--- config.mk ---
export PLATFORM = sky130hd
export DESIGN_NAME = vts_mode_select
export DESIGN_NICKNAME = d
export VERILOG_FILES = /design/src/verilog/vts_pkg.sv /design/src/verilog/vts_mode_select.sv
export VERILOG_INCLUDE_DIRS = /design/src /design/src/verilog
export SDC_FILE = /design/constraint.sdc
export NUM_CORES = 1
export LEC_CHECK = 0
export BUFFER_PORTS_ARGS = -buffer_cell sky130_fd_sc_hd__buf_2
export CAP_MARGIN = 0
export CORE_MARGIN = 4
export CORE_UTILIZATION = 45
export DETAILED_ROUTE_END_ITERATION = 7
export PLACE_DENSITY_LB_ADDON = 0.05
export SYNTH_ARGS = -nofsm -noshare
export SYNTH_HDL_FRONTEND = slang
export SYNTH_SLANG_ARGS = --single-unit
--- constraint.sdc ---
create_clock -name clk -period 6.3 [get_ports clk]
set_input_delay 0.315 -clock clk [delete_from_list [all_inputs] [get_ports clk]]
set_output_delay 0.315 -clock clk [all_outputs]
set_load 0.005 [all_outputs]
--- src/verilog/vts_defs.svh ---
/*
 Constants for the velocity threshold mode select block:
 interval width, saturation value, hysteresis shifts, register offsets.
 Assumes inclusion by bare name from the package and the design file.
*/
`ifndef VTS_DEFS_SVH
`define VTS_DEFS_SVH

`define VTS_IW 20
`define VTS_IV_MAX 20'hFFFFF
`define VTS_HYST_BIG_SH 4
`define VTS_HYST_SMALL_SH 5
`define VTS_MS_W 10
`define VTS_MS_45 10'h080
`define VTS_TOFF_W 4

`define VTS_A_QUIET 4'h0
`define VTS_A_LOAD 4'h1
`define VTS_A_HIGH 4'h2
`define VTS_A_CFG 4'h3
`define VTS_A_INTERVAL 4'h4
`define VTS_A_MODE 4'h5
`define VTS_A_STAT 4'h6
`define VTS_A_MASK 4'h7

`define VTS_CFG_PWM 0
`define VTS_CFG_LOAD 1
`define VTS_CFG_STALL 2
`define VTS_CFG_VHCHM 3
`define VTS_CFG_VHFS 4
`define VTS_CFG_SMALLH 5
`define VTS_CFG_W 6

`define VTS_EV_W 3
`define VTS_EV_HIGH 0
`define VTS_EV_FS 1
`define VTS_EV_QUIET 2

`endif

--- src/verilog/vts_pkg.sv ---
/*
 Types for the velocity threshold mode select block.
 Assumes vts_defs.svh is on the include path.
*/
`include "vts_defs.svh"

package vts_pkg;
    typedef enum logic [1:0] {
        VTS_FS_OFF = 2'b01,
        VTS_FS_ON = 2'b10
    } vts_fs_state_t;
endpackage

--- src/verilog/vts_mode_select.sv ---
/*
 Velocity threshold mode select: compares the microstep interval against
 three thresholds and derives the feature enables for a stepper driver.
 Assumes synchronous inputs on clk and a simple strobed register port.
*/
`include "vts_defs.svh"
`timescale 1ns/1ns
`default_nettype none

module vts_mode_select
(
    input wire logic clk,
    input wire logic rst_b,
    input wire logic [3:0] reg_addr,
    input wire logic [31:0] reg_wdata,
    input wire logic reg_wr,
    input wire logic reg_rd,
    output logic [31:0] reg_rdata,
    input wire logic step_pulse,
    input wire logic [`VTS_MS_W-1:0] ms_position,
    input wire logic [7:0] table_current,
    input wire logic [`VTS_TOFF_W-1:0] toff_setting,
    input wire logic stall_detect_load,
    input wire logic stall_detect_speed,
    output logic quiet_pwm_en,
    output logic load_speed_en,
    output logic load_adapt_en,
    output logic stop_on_stall_en,
    output logic stall_out,
    output logic const_toff_chopper,
    output logic fast_decay_time,
    output logic chopper_sync_en,
    output logic fullstep_mode,
    output logic [7:0] fullstep_current,
    output logic [`VTS_TOFF_W:0] toff_effective,
    output logic irq
);
    logic [`VTS_IW-1:0] quiet_reg;
    logic [`VTS_IW-1:0] load_reg;
    logic [`VTS_IW-1:0] high_reg;
    logic [`VTS_CFG_W-1:0] cfg_reg;
    logic [`VTS_IW-1:0] count_reg;
    logic [`VTS_IW-1:0] interval_reg;
    logic sample_reg;
    logic [`VTS_EV_W-1:0] stat_reg;
    logic [`VTS_EV_W-1:0] mask_reg;
    logic [`VTS_EV_W-1:0] event_vec;
    logic in_quiet_reg;
    logic in_load_reg;
    logic in_high_reg;
    logic high_prev_reg;
    logic quiet_prev_reg;
    logic [7:0] fs_current_reg;
    vts_pkg::vts_fs_state_t fs_reg;
    logic [`VTS_IW-1:0] upper_cmp;
    logic [`VTS_IW-1:0] hyst_term;
    logic at_45;

    // Interval counter saturates so standstill reads all ones
    always_ff @(posedge clk)
    begin
        if (!rst_b)
        begin
            count_reg <= '0;
            interval_reg <= `VTS_IV_MAX;
            sample_reg <= 1'b0;
        end
        else
        begin
            sample_reg <= step_pulse;
            if (step_pulse)
            begin
                // Count the step edge itself so the interval equals the period
                if (count_reg == `VTS_IV_MAX)
                    interval_reg <= `VTS_IV_MAX;
                else
                    interval_reg <= count_reg + 20'h00001;
                count_reg <= '0;
            end
            else if (count_reg != `VTS_IV_MAX)
                count_reg <= count_reg + 20'h00001;
            else
                interval_reg <= `VTS_IV_MAX;
        end
    end

    // Upper comparisons use a shrunk interval to give hysteresis
    always_comb
    begin
        if (cfg_reg[`VTS_CFG_SMALLH])
            hyst_term = interval_reg >> `VTS_HYST_SMALL_SH;
        else
            hyst_term = interval_reg >> `VTS_HYST_BIG_SH;
        if (interval_reg > hyst_term)
            upper_cmp = interval_reg - hyst_term - 20'h00001;
        else
            upper_cmp = '0;
    end

    // Comparisons are held between samples, except while the interval is saturated, so modes do not flicker
    always_ff @(posedge clk)
    begin
        if (!rst_b)
        begin
            in_quiet_reg <= 1'b1;
            in_load_reg <= 1'b0;
            in_high_reg <= 1'b0;
        end
        else if (sample_reg || interval_reg == `VTS_IV_MAX)
        begin
            in_quiet_reg <= interval_reg >= quiet_reg;
            in_load_reg <= load_reg >= upper_cmp;
            in_high_reg <= upper_cmp <= high_reg;
        end
    end

    always_comb
    begin
        quiet_pwm_en = cfg_reg[`VTS_CFG_PWM] && in_quiet_reg
            && !in_load_reg && !in_high_reg;
        load_speed_en = !in_quiet_reg;
        load_adapt_en = cfg_reg[`VTS_CFG_LOAD] && in_load_reg
            && !in_high_reg;
        stop_on_stall_en = cfg_reg[`VTS_CFG_STALL] && in_load_reg;
        const_toff_chopper = in_high_reg && cfg_reg[`VTS_CFG_VHCHM];
        fast_decay_time = !const_toff_chopper;
        chopper_sync_en = !const_toff_chopper;
        fullstep_mode = fs_reg == vts_pkg::VTS_FS_ON;
        stall_out = stop_on_stall_en && (fullstep_mode ? stall_detect_speed
            : stall_detect_load);
        fullstep_current = fs_current_reg;
        if (const_toff_chopper)
            toff_effective = {toff_setting, 1'b0};
        else
            toff_effective = {1'b0, toff_setting};
        irq = |(stat_reg & mask_reg);
    end

    assign at_45 = ms_position == `VTS_MS_45;

    // Fullstep entry waits for the 45 degree point to avoid a current jump
    always_ff @(posedge clk)
    begin
        if (!rst_b)
        begin
            fs_reg <= vts_pkg::VTS_FS_OFF;
            fs_current_reg <= 8'h00;
        end
        else
        begin
            unique case (fs_reg)
                vts_pkg::VTS_FS_OFF:
                    if (in_high_reg && cfg_reg[`VTS_CFG_VHFS] && at_45)
                    begin
                        fs_reg <= vts_pkg::VTS_FS_ON;
                        fs_current_reg <= table_current;
                    end
                vts_pkg::VTS_FS_ON:
                    if (!in_high_reg || !cfg_reg[`VTS_CFG_VHFS])
                        fs_reg <= vts_pkg::VTS_FS_OFF;
            endcase
        end
    end

    assign event_vec = {(in_quiet_reg && !quiet_prev_reg),
        (fs_reg == vts_pkg::VTS_FS_OFF && in_high_reg
            && cfg_reg[`VTS_CFG_VHFS] && at_45),
        (in_high_reg && !high_prev_reg)};

    always_ff @(posedge clk)
    begin
        if (!rst_b)
        begin
            stat_reg <= '0;
            high_prev_reg <= 1'b0;
            quiet_prev_reg <= 1'b1;
        end
        else
        begin
            high_prev_reg <= in_high_reg;
            quiet_prev_reg <= in_quiet_reg;
            // Set wins over a write-one clear in the same cycle
            if (reg_wr && reg_addr == `VTS_A_STAT)
                stat_reg <= (stat_reg & ~reg_wdata[`VTS_EV_W-1:0]) | event_vec;
            else
                stat_reg <= stat_reg | event_vec;
        end
    end

    // Thresholds are 20 bits wide so any value 0..1048575 is accepted
    always_ff @(posedge clk)
    begin
        if (!rst_b)
        begin
            quiet_reg <= '0;
            load_reg <= '0;
            high_reg <= '0;
            cfg_reg <= '0;
            mask_reg <= '0;
        end
        else if (reg_wr)
        begin
            unique case (reg_addr)
                `VTS_A_QUIET: quiet_reg <= reg_wdata[`VTS_IW-1:0];
                `VTS_A_LOAD: load_reg <= reg_wdata[`VTS_IW-1:0];
                `VTS_A_HIGH: high_reg <= reg_wdata[`VTS_IW-1:0];
                `VTS_A_CFG: cfg_reg <= reg_wdata[`VTS_CFG_W-1:0];
                `VTS_A_MASK: mask_reg <= reg_wdata[`VTS_EV_W-1:0];
                default: ;
            endcase
        end
    end

    always_ff @(posedge clk)
    begin
        if (!rst_b)
            reg_rdata <= 32'h00000000;
        else if (reg_rd)
        begin
            unique case (reg_addr)
                `VTS_A_QUIET: reg_rdata <= {12'h000, quiet_reg};
                `VTS_A_LOAD: reg_rdata <= {12'h000, load_reg};
                `VTS_A_HIGH: reg_rdata <= {12'h000, high_reg};
                `VTS_A_CFG: reg_rdata <= {26'h0000000, cfg_reg};
                `VTS_A_INTERVAL: reg_rdata <= {12'h000, interval_reg};
                `VTS_A_MODE: reg_rdata <= {26'h0000000, fullstep_mode,
                    const_toff_chopper, stop_on_stall_en, load_adapt_en,
                    load_speed_en, quiet_pwm_en};
                `VTS_A_STAT: reg_rdata <= {29'h00000000, stat_reg};
                `VTS_A_MASK: reg_rdata <= {29'h00000000, mask_reg};
                default: reg_rdata <= 32'h00000000;
            endcase
        end
        else
            reg_rdata <= 32'h00000000;
    end
endmodule

`default_nettype wire

# Word level (Yosys, flattened, before mapping)

Index checks and enable logic that the tools add are counted.
W data, S select, Z words.

$add $sub $neg: 3
Magnitude comparators: 4
Eq/ne operators: 16
Multiplexer cells: 12
Bitwise operators: 6
Reduce and logical (&&, ||, !) cells: 36

Operators with widths:

| operator                | count |
|---|---|
| $pmux W20 S8            | 1 |
| $mux W20                | 4 |
| $eq A20 B20 Y1 const B  | 2 |
| $ge A20 B20 Y1          | 2 |
| $add A20 B1 Y20 const B | 1 |
| $gt A20 B20 Y1          | 1 |
| $le A20 B20 Y1          | 1 |
| $ne A20 B20 Y1 const B  | 1 |
| $sub A20 B1 Y20 const B | 1 |
| $sub A20 B20 Y20        | 1 |
| $eq A4 B3 Y1 const B    | 4 |
| $logic_and A1 B1 Y1     | 16 |
| $mux W16                | 1 |
| $reduce_and A2 Y1       | 8 |
| $eq A10 B8 Y1 const B   | 1 |
| $eq A4 B2 Y1 const B    | 2 |
| $logic_not A1 Y1        | 7 |
| $and A3 B3 Y3           | 2 |
| $or A3 B3 Y3            | 2 |
| $mux W5                 | 1 |
| $eq A4 B1 Y1 const B    | 1 |
| $logic_not A4 Y1        | 1 |
| $mux W2                 | 2 |
| $ne A2 B2 Y1 const B    | 2 |
| 11 further kinds        | 12 |

Register bits after elaboration: 160
Logic and storage cells: 94

# Longest topological paths before layout

Depth after elaboration: 6
Gate-level depth with buffers: 20

# Worst setup path before layout

No wires, ideal clock.

Path type: reg-to-reg
Start: register cfg_reg[5]
End: register in_high_reg
Arrival time: 4454 ps
Required time: 6181 ps
Setup slack: 1726 ps
Cell stages (with the launch flop): 21
Cells stage by stage: dfxtp_1 -> clkbuf_1 -> clkbuf_1 -> mux2i_1 -> ha_1 -> buf_2 -> nand4_1 -> or2_1 -> nor4_1 -> a21oi_1 -> or4_4 -> buf_6 -> and2_1 -> ha_1 -> and4_1 -> nor4bb_1 -> o21ai_0 -> o211ai_1 -> nor2_1 -> a31oi_1 -> a21oi_1

Cells in the longest elaborated chain, start to end: 5
Elaborated cells on any way between the ends: 6
Those cells by class: 2 x add/sub; 2 x order compare; 2 x mux

RTL lines:

| item                     | line                   | text |
|---|---|---|
| start: declaration       | vts_mode_select.sv:41  | `` logic [`VTS_CFG_W-1:0] cfg_reg; `` |
| start signal: assignment | vts_mode_select.sv:207 | `` `VTS_A_CFG: cfg_reg <= reg_wdata[`VTS_CFG_W-1:0]; `` |
| $mux W16 (*)             | vts_mode_select.sv:90  | `` if (cfg_reg[`VTS_CFG_SMALLH]) `` |
| $sub A20 B20 Y20         | vts_mode_select.sv:95  | `upper_cmp = interval_reg - hyst_term - 20'h00001;` |
| $sub A20 B1 Y20          | vts_mode_select.sv:95  |  |
| $mux W20 (*)             | vts_mode_select.sv:94  | `if (interval_reg > hyst_term)` |
| $le A20 B20 Y1 (*)       | vts_mode_select.sv:113 | `in_high_reg <= upper_cmp <= high_reg;` |
| end signal: assignment   | vts_mode_select.sv:113 |  |
| end: declaration         | vts_mode_select.sv:50  | `logic in_high_reg;` |

Mark *: on every way between the ends. The rest lies on a longest branch, timed or not.
A chain may end at the register's enable or synchronous reset.

# Worst setup path in the final report

Ends and elaborated chain as after synthesis.

==> results.ini <==
[detailed_routing]
dr_wl_met2_um = 11700
met3_length_um = 1660
routed_wl_um = 25800
wl_met1_um = 12000
ant_nets = 0
drt_iter0_markers = 645
drc = 0
top_layer = met4
vias = 7982
routed_via_density = 5.53
firstDrtPassIters = 5
routedWlPerCell_um = 17.9

[logic_synthesis]
ys_async_sr_fraction_pct = 0
syn_inst = 1111
synth_area_leaders = dfxtp_1 34%, ha_1 11%, nand2_1 9.9%, a21oi_1 5.6%, mux2i_1 3.6%
ys_types = 62
syn_area_um2 = 8810
synth_edf_count = 0
ys_seq_area_share_pct = 33.6
synth_area_per_cell_um2 = 7.93
ys_warn_count = 0
ys_ff_latch = 148
synth.largest_area_cell = dfxtp_1
synthFlopType = dfxtp_1
synth_top_area_share_pct = 33.6

[die]
io_pins = 120
core_um2 = 19000
die_x_um = 148
die-area_um2 = 21900
rows = 50
start_util_pct = 46.5
fp.dieH_um = 148

[critical_path]
cp-end-kind = flip-flop
critPathKind = flip-flop to flip-flop
r2r_start = cfg_reg[5]
crit_buf_inv = 0
start_kind = flip-flop
worstPathRequired_ns = 6.61
crit_chain = mux2i_1 > ha_1 > nand4_1 > or2_1 > nor4_1 > a21oi_1 > or4_4 > and2_1 > ha_1 > and4_1 > nor4bb_1 > o21ai_0 > o211ai_1 > nor2_1 > a31oi_1 > a21oi_1
r2r_end = in_high_reg
rr_worst_depth = 16
slowest_stage = dfxtp_1
rrSetupSlack_ns = 1.16
path_max_fanout = 30
arrival_ns = 5.46
cp_top_family = simple AND/OR/NAND/NOR gates
slowest_delay_ns = 0.90

[power_and_ir_drop]
vdd_ir_drop_max_mv = 0.180
power_frac_seq_pct = 40.9
internal_power_uw = 1710
comb_power_share_pct = 18.7
pwr_density_cell_nw_per_um2 = 243
p_sw_uw = 711
switching_share_pct = 29.3
leakage_uw = 0.00403
pwr-share-clk_pct = 40.4

[clock_tree]
max-clock-path-buffers = 2
cts.sinks = 148
path_clk_slew_ns = 0.07
ctsResizeCount = 0
cts_tree = done
cts_root_buf = clkbuf_16
cts_post_setup_buffers_inserted = 0
insertion_delay_ns = 0.43
cts-buffers-inserted = 17
postCtsHoldBufs = 0
htree_levels = 4

[job]
cap_violations = 0

[sta]
finalCriticalPeriod_ns = 5.14
setup_slack_ns = 1.16
final-setup-viol-count = 0
rsz0062_at_grt = false
relSlewSlack_pct = 21.2
period_share_pct = 81.7
max_freq_mhz = 194
worstMarginPinSlew_ns = 1.18
fin_tns_setup_ns = 0
drv_slew = 0
finClkSkew_ns = 0.00706
hold_viol_final = 0

[worst_hold_path]
hold_class = primary input to flip-flop
whs_path_depth = 3
hold_path_end = fullstep_current[5]
worstHoldStart = table_current[5]

[placement]
placed_cells = 1412
post-place-ws_ns = 1.28
hpwl_um = 18700
place_area_um2 = 9400
place_congestion = 0.945
port_buffers = 95

[cells_and_area]
final_area_um2 = 9960
instances_no_fill = 1443
multi_input_area_um2 = 5380
fill_cells = 1884
ff_latch_area_um2 = 2960
layout_common_cells = 233 x nand2_1, 148 x dfxtp_1, 99 x a21oi_1
drive_above_1_share_pct = 12.6
area_growth_pct = 13.0
finish.net_count = 1315
insertedDiodeCount = 0
final_common_cell = nand2_1
post-route-util_pct = 52.6

[global_route]
grt_pass1_wl_um = 40600
overflow = 0
grt_usage_pct = 23.4
grt_max_degree = 52
antenna_found_initial = 0
grt_pass1_vias = 7506

[status]
status = complete, no violations

==> final cells by class <==
| type | count | share of cell area [%] |
|---|---|---|
| repair buffers | 102 | 5.30 |
| inverters | 54 | 2.03 |
| well taps | 260 | 3.27 |
| flip-flops and latches | 148 | 29.7 |
| multi-input cells | 848 | 54.0 |
| clock inverters | 10 | 0.992 |
| clock buffers | 21 | 4.62 |
==> worst reg2reg max path: cells and delay by family, from the launching register on <==
kind                     cells  cell delay (ns)
AO/OA/AOI/OAI                5             0.78
adder cells (fa/ha/maj)      2             0.74
flip-flops                   1             0.90
multiplexers                 1             0.19
AND/OR/NAND/NOR              8             2.41
==> stage by stage <==
| step | total power (uW) | hold WS (ns) |
|---|---|---|
| finish | 2420 | 0.115 |
| global route | 2550 | 0.113 |
| CTS | 2440 | 0.101 |
| detailed placement | 1460 | 0.458 |
| global placement | 1460 | 0.458 |
| floorplan | 1330 | 0.445 |
==> kinds of logic after synthesis <==
family	share of synthesized area [%]
AND/OR/NAND/NOR	21.8
AO/OA/AOI/OAI	19.5
flip-flops	33.6
buffers and inverters	6.16
adder cells (fa/ha/maj)	11.3
multiplexers	4.15
XOR/XNOR	3.38
other	0.0426
==> synth_stat cells, types with 5 or more instances <==
cell type  number
and3_1         10
a21o_1         18
clkbuf_1       49
a31oi_1        12
nand4_1        21
and4_1          5
nand2_1       233
xnor2_1        15
inv_1          53
nand2b_1        6
a21boi_0       37
dfxtp_1       148
and2_1         23
nor2_1         47
a21oi_1        99
nand3_1        23
xor2_1         19
mux2i_1        32
buf_2           5
or2_2           6
nor3_1          6
nor2b_1        12
a222oi_1       16
buf_4          13
a211oi_1        5
ha_1           78
o21ai_0        43
a22oi_1        12
==> layer usage <==
| metal | vias up | global-route usage [%] |
|---|---|---|
| met4 | 0 | 6.37 |
| met1 | 3694 | 32.4 |
| met5 | - | 0 |
| li1 | 3993 | - |
| met2 | 261 | 37.3 |
| met3 | 34 | 4.66 |
==> power groups by stage <==
stage	clock network [uW]	logic, uW	registers, uW
final	978	454	992
after global routing	1040	517	993
after CTS	994	453	991
after detailed placement	0	449	1010
after global placement	0	447	1010
after floorplan	0	341	990
==> worst max path at each step <==
stage               slack [ns]          end  cells past startpoint       start
floorplan                 1.73  in_high_reg                     20  cfg_reg[5]
global placement          1.32  in_high_reg                     16  cfg_reg[5]
detailed placement        1.28  in_high_reg                     16  cfg_reg[5]
CTS                       1.26  in_high_reg                     16  cfg_reg[5]
global route              0.87  in_high_reg                     16  cfg_reg[5]
finish                    1.16  in_high_reg                     16  cfg_reg[5]
No activity file was read; power rests on OpenSTA's default activity.
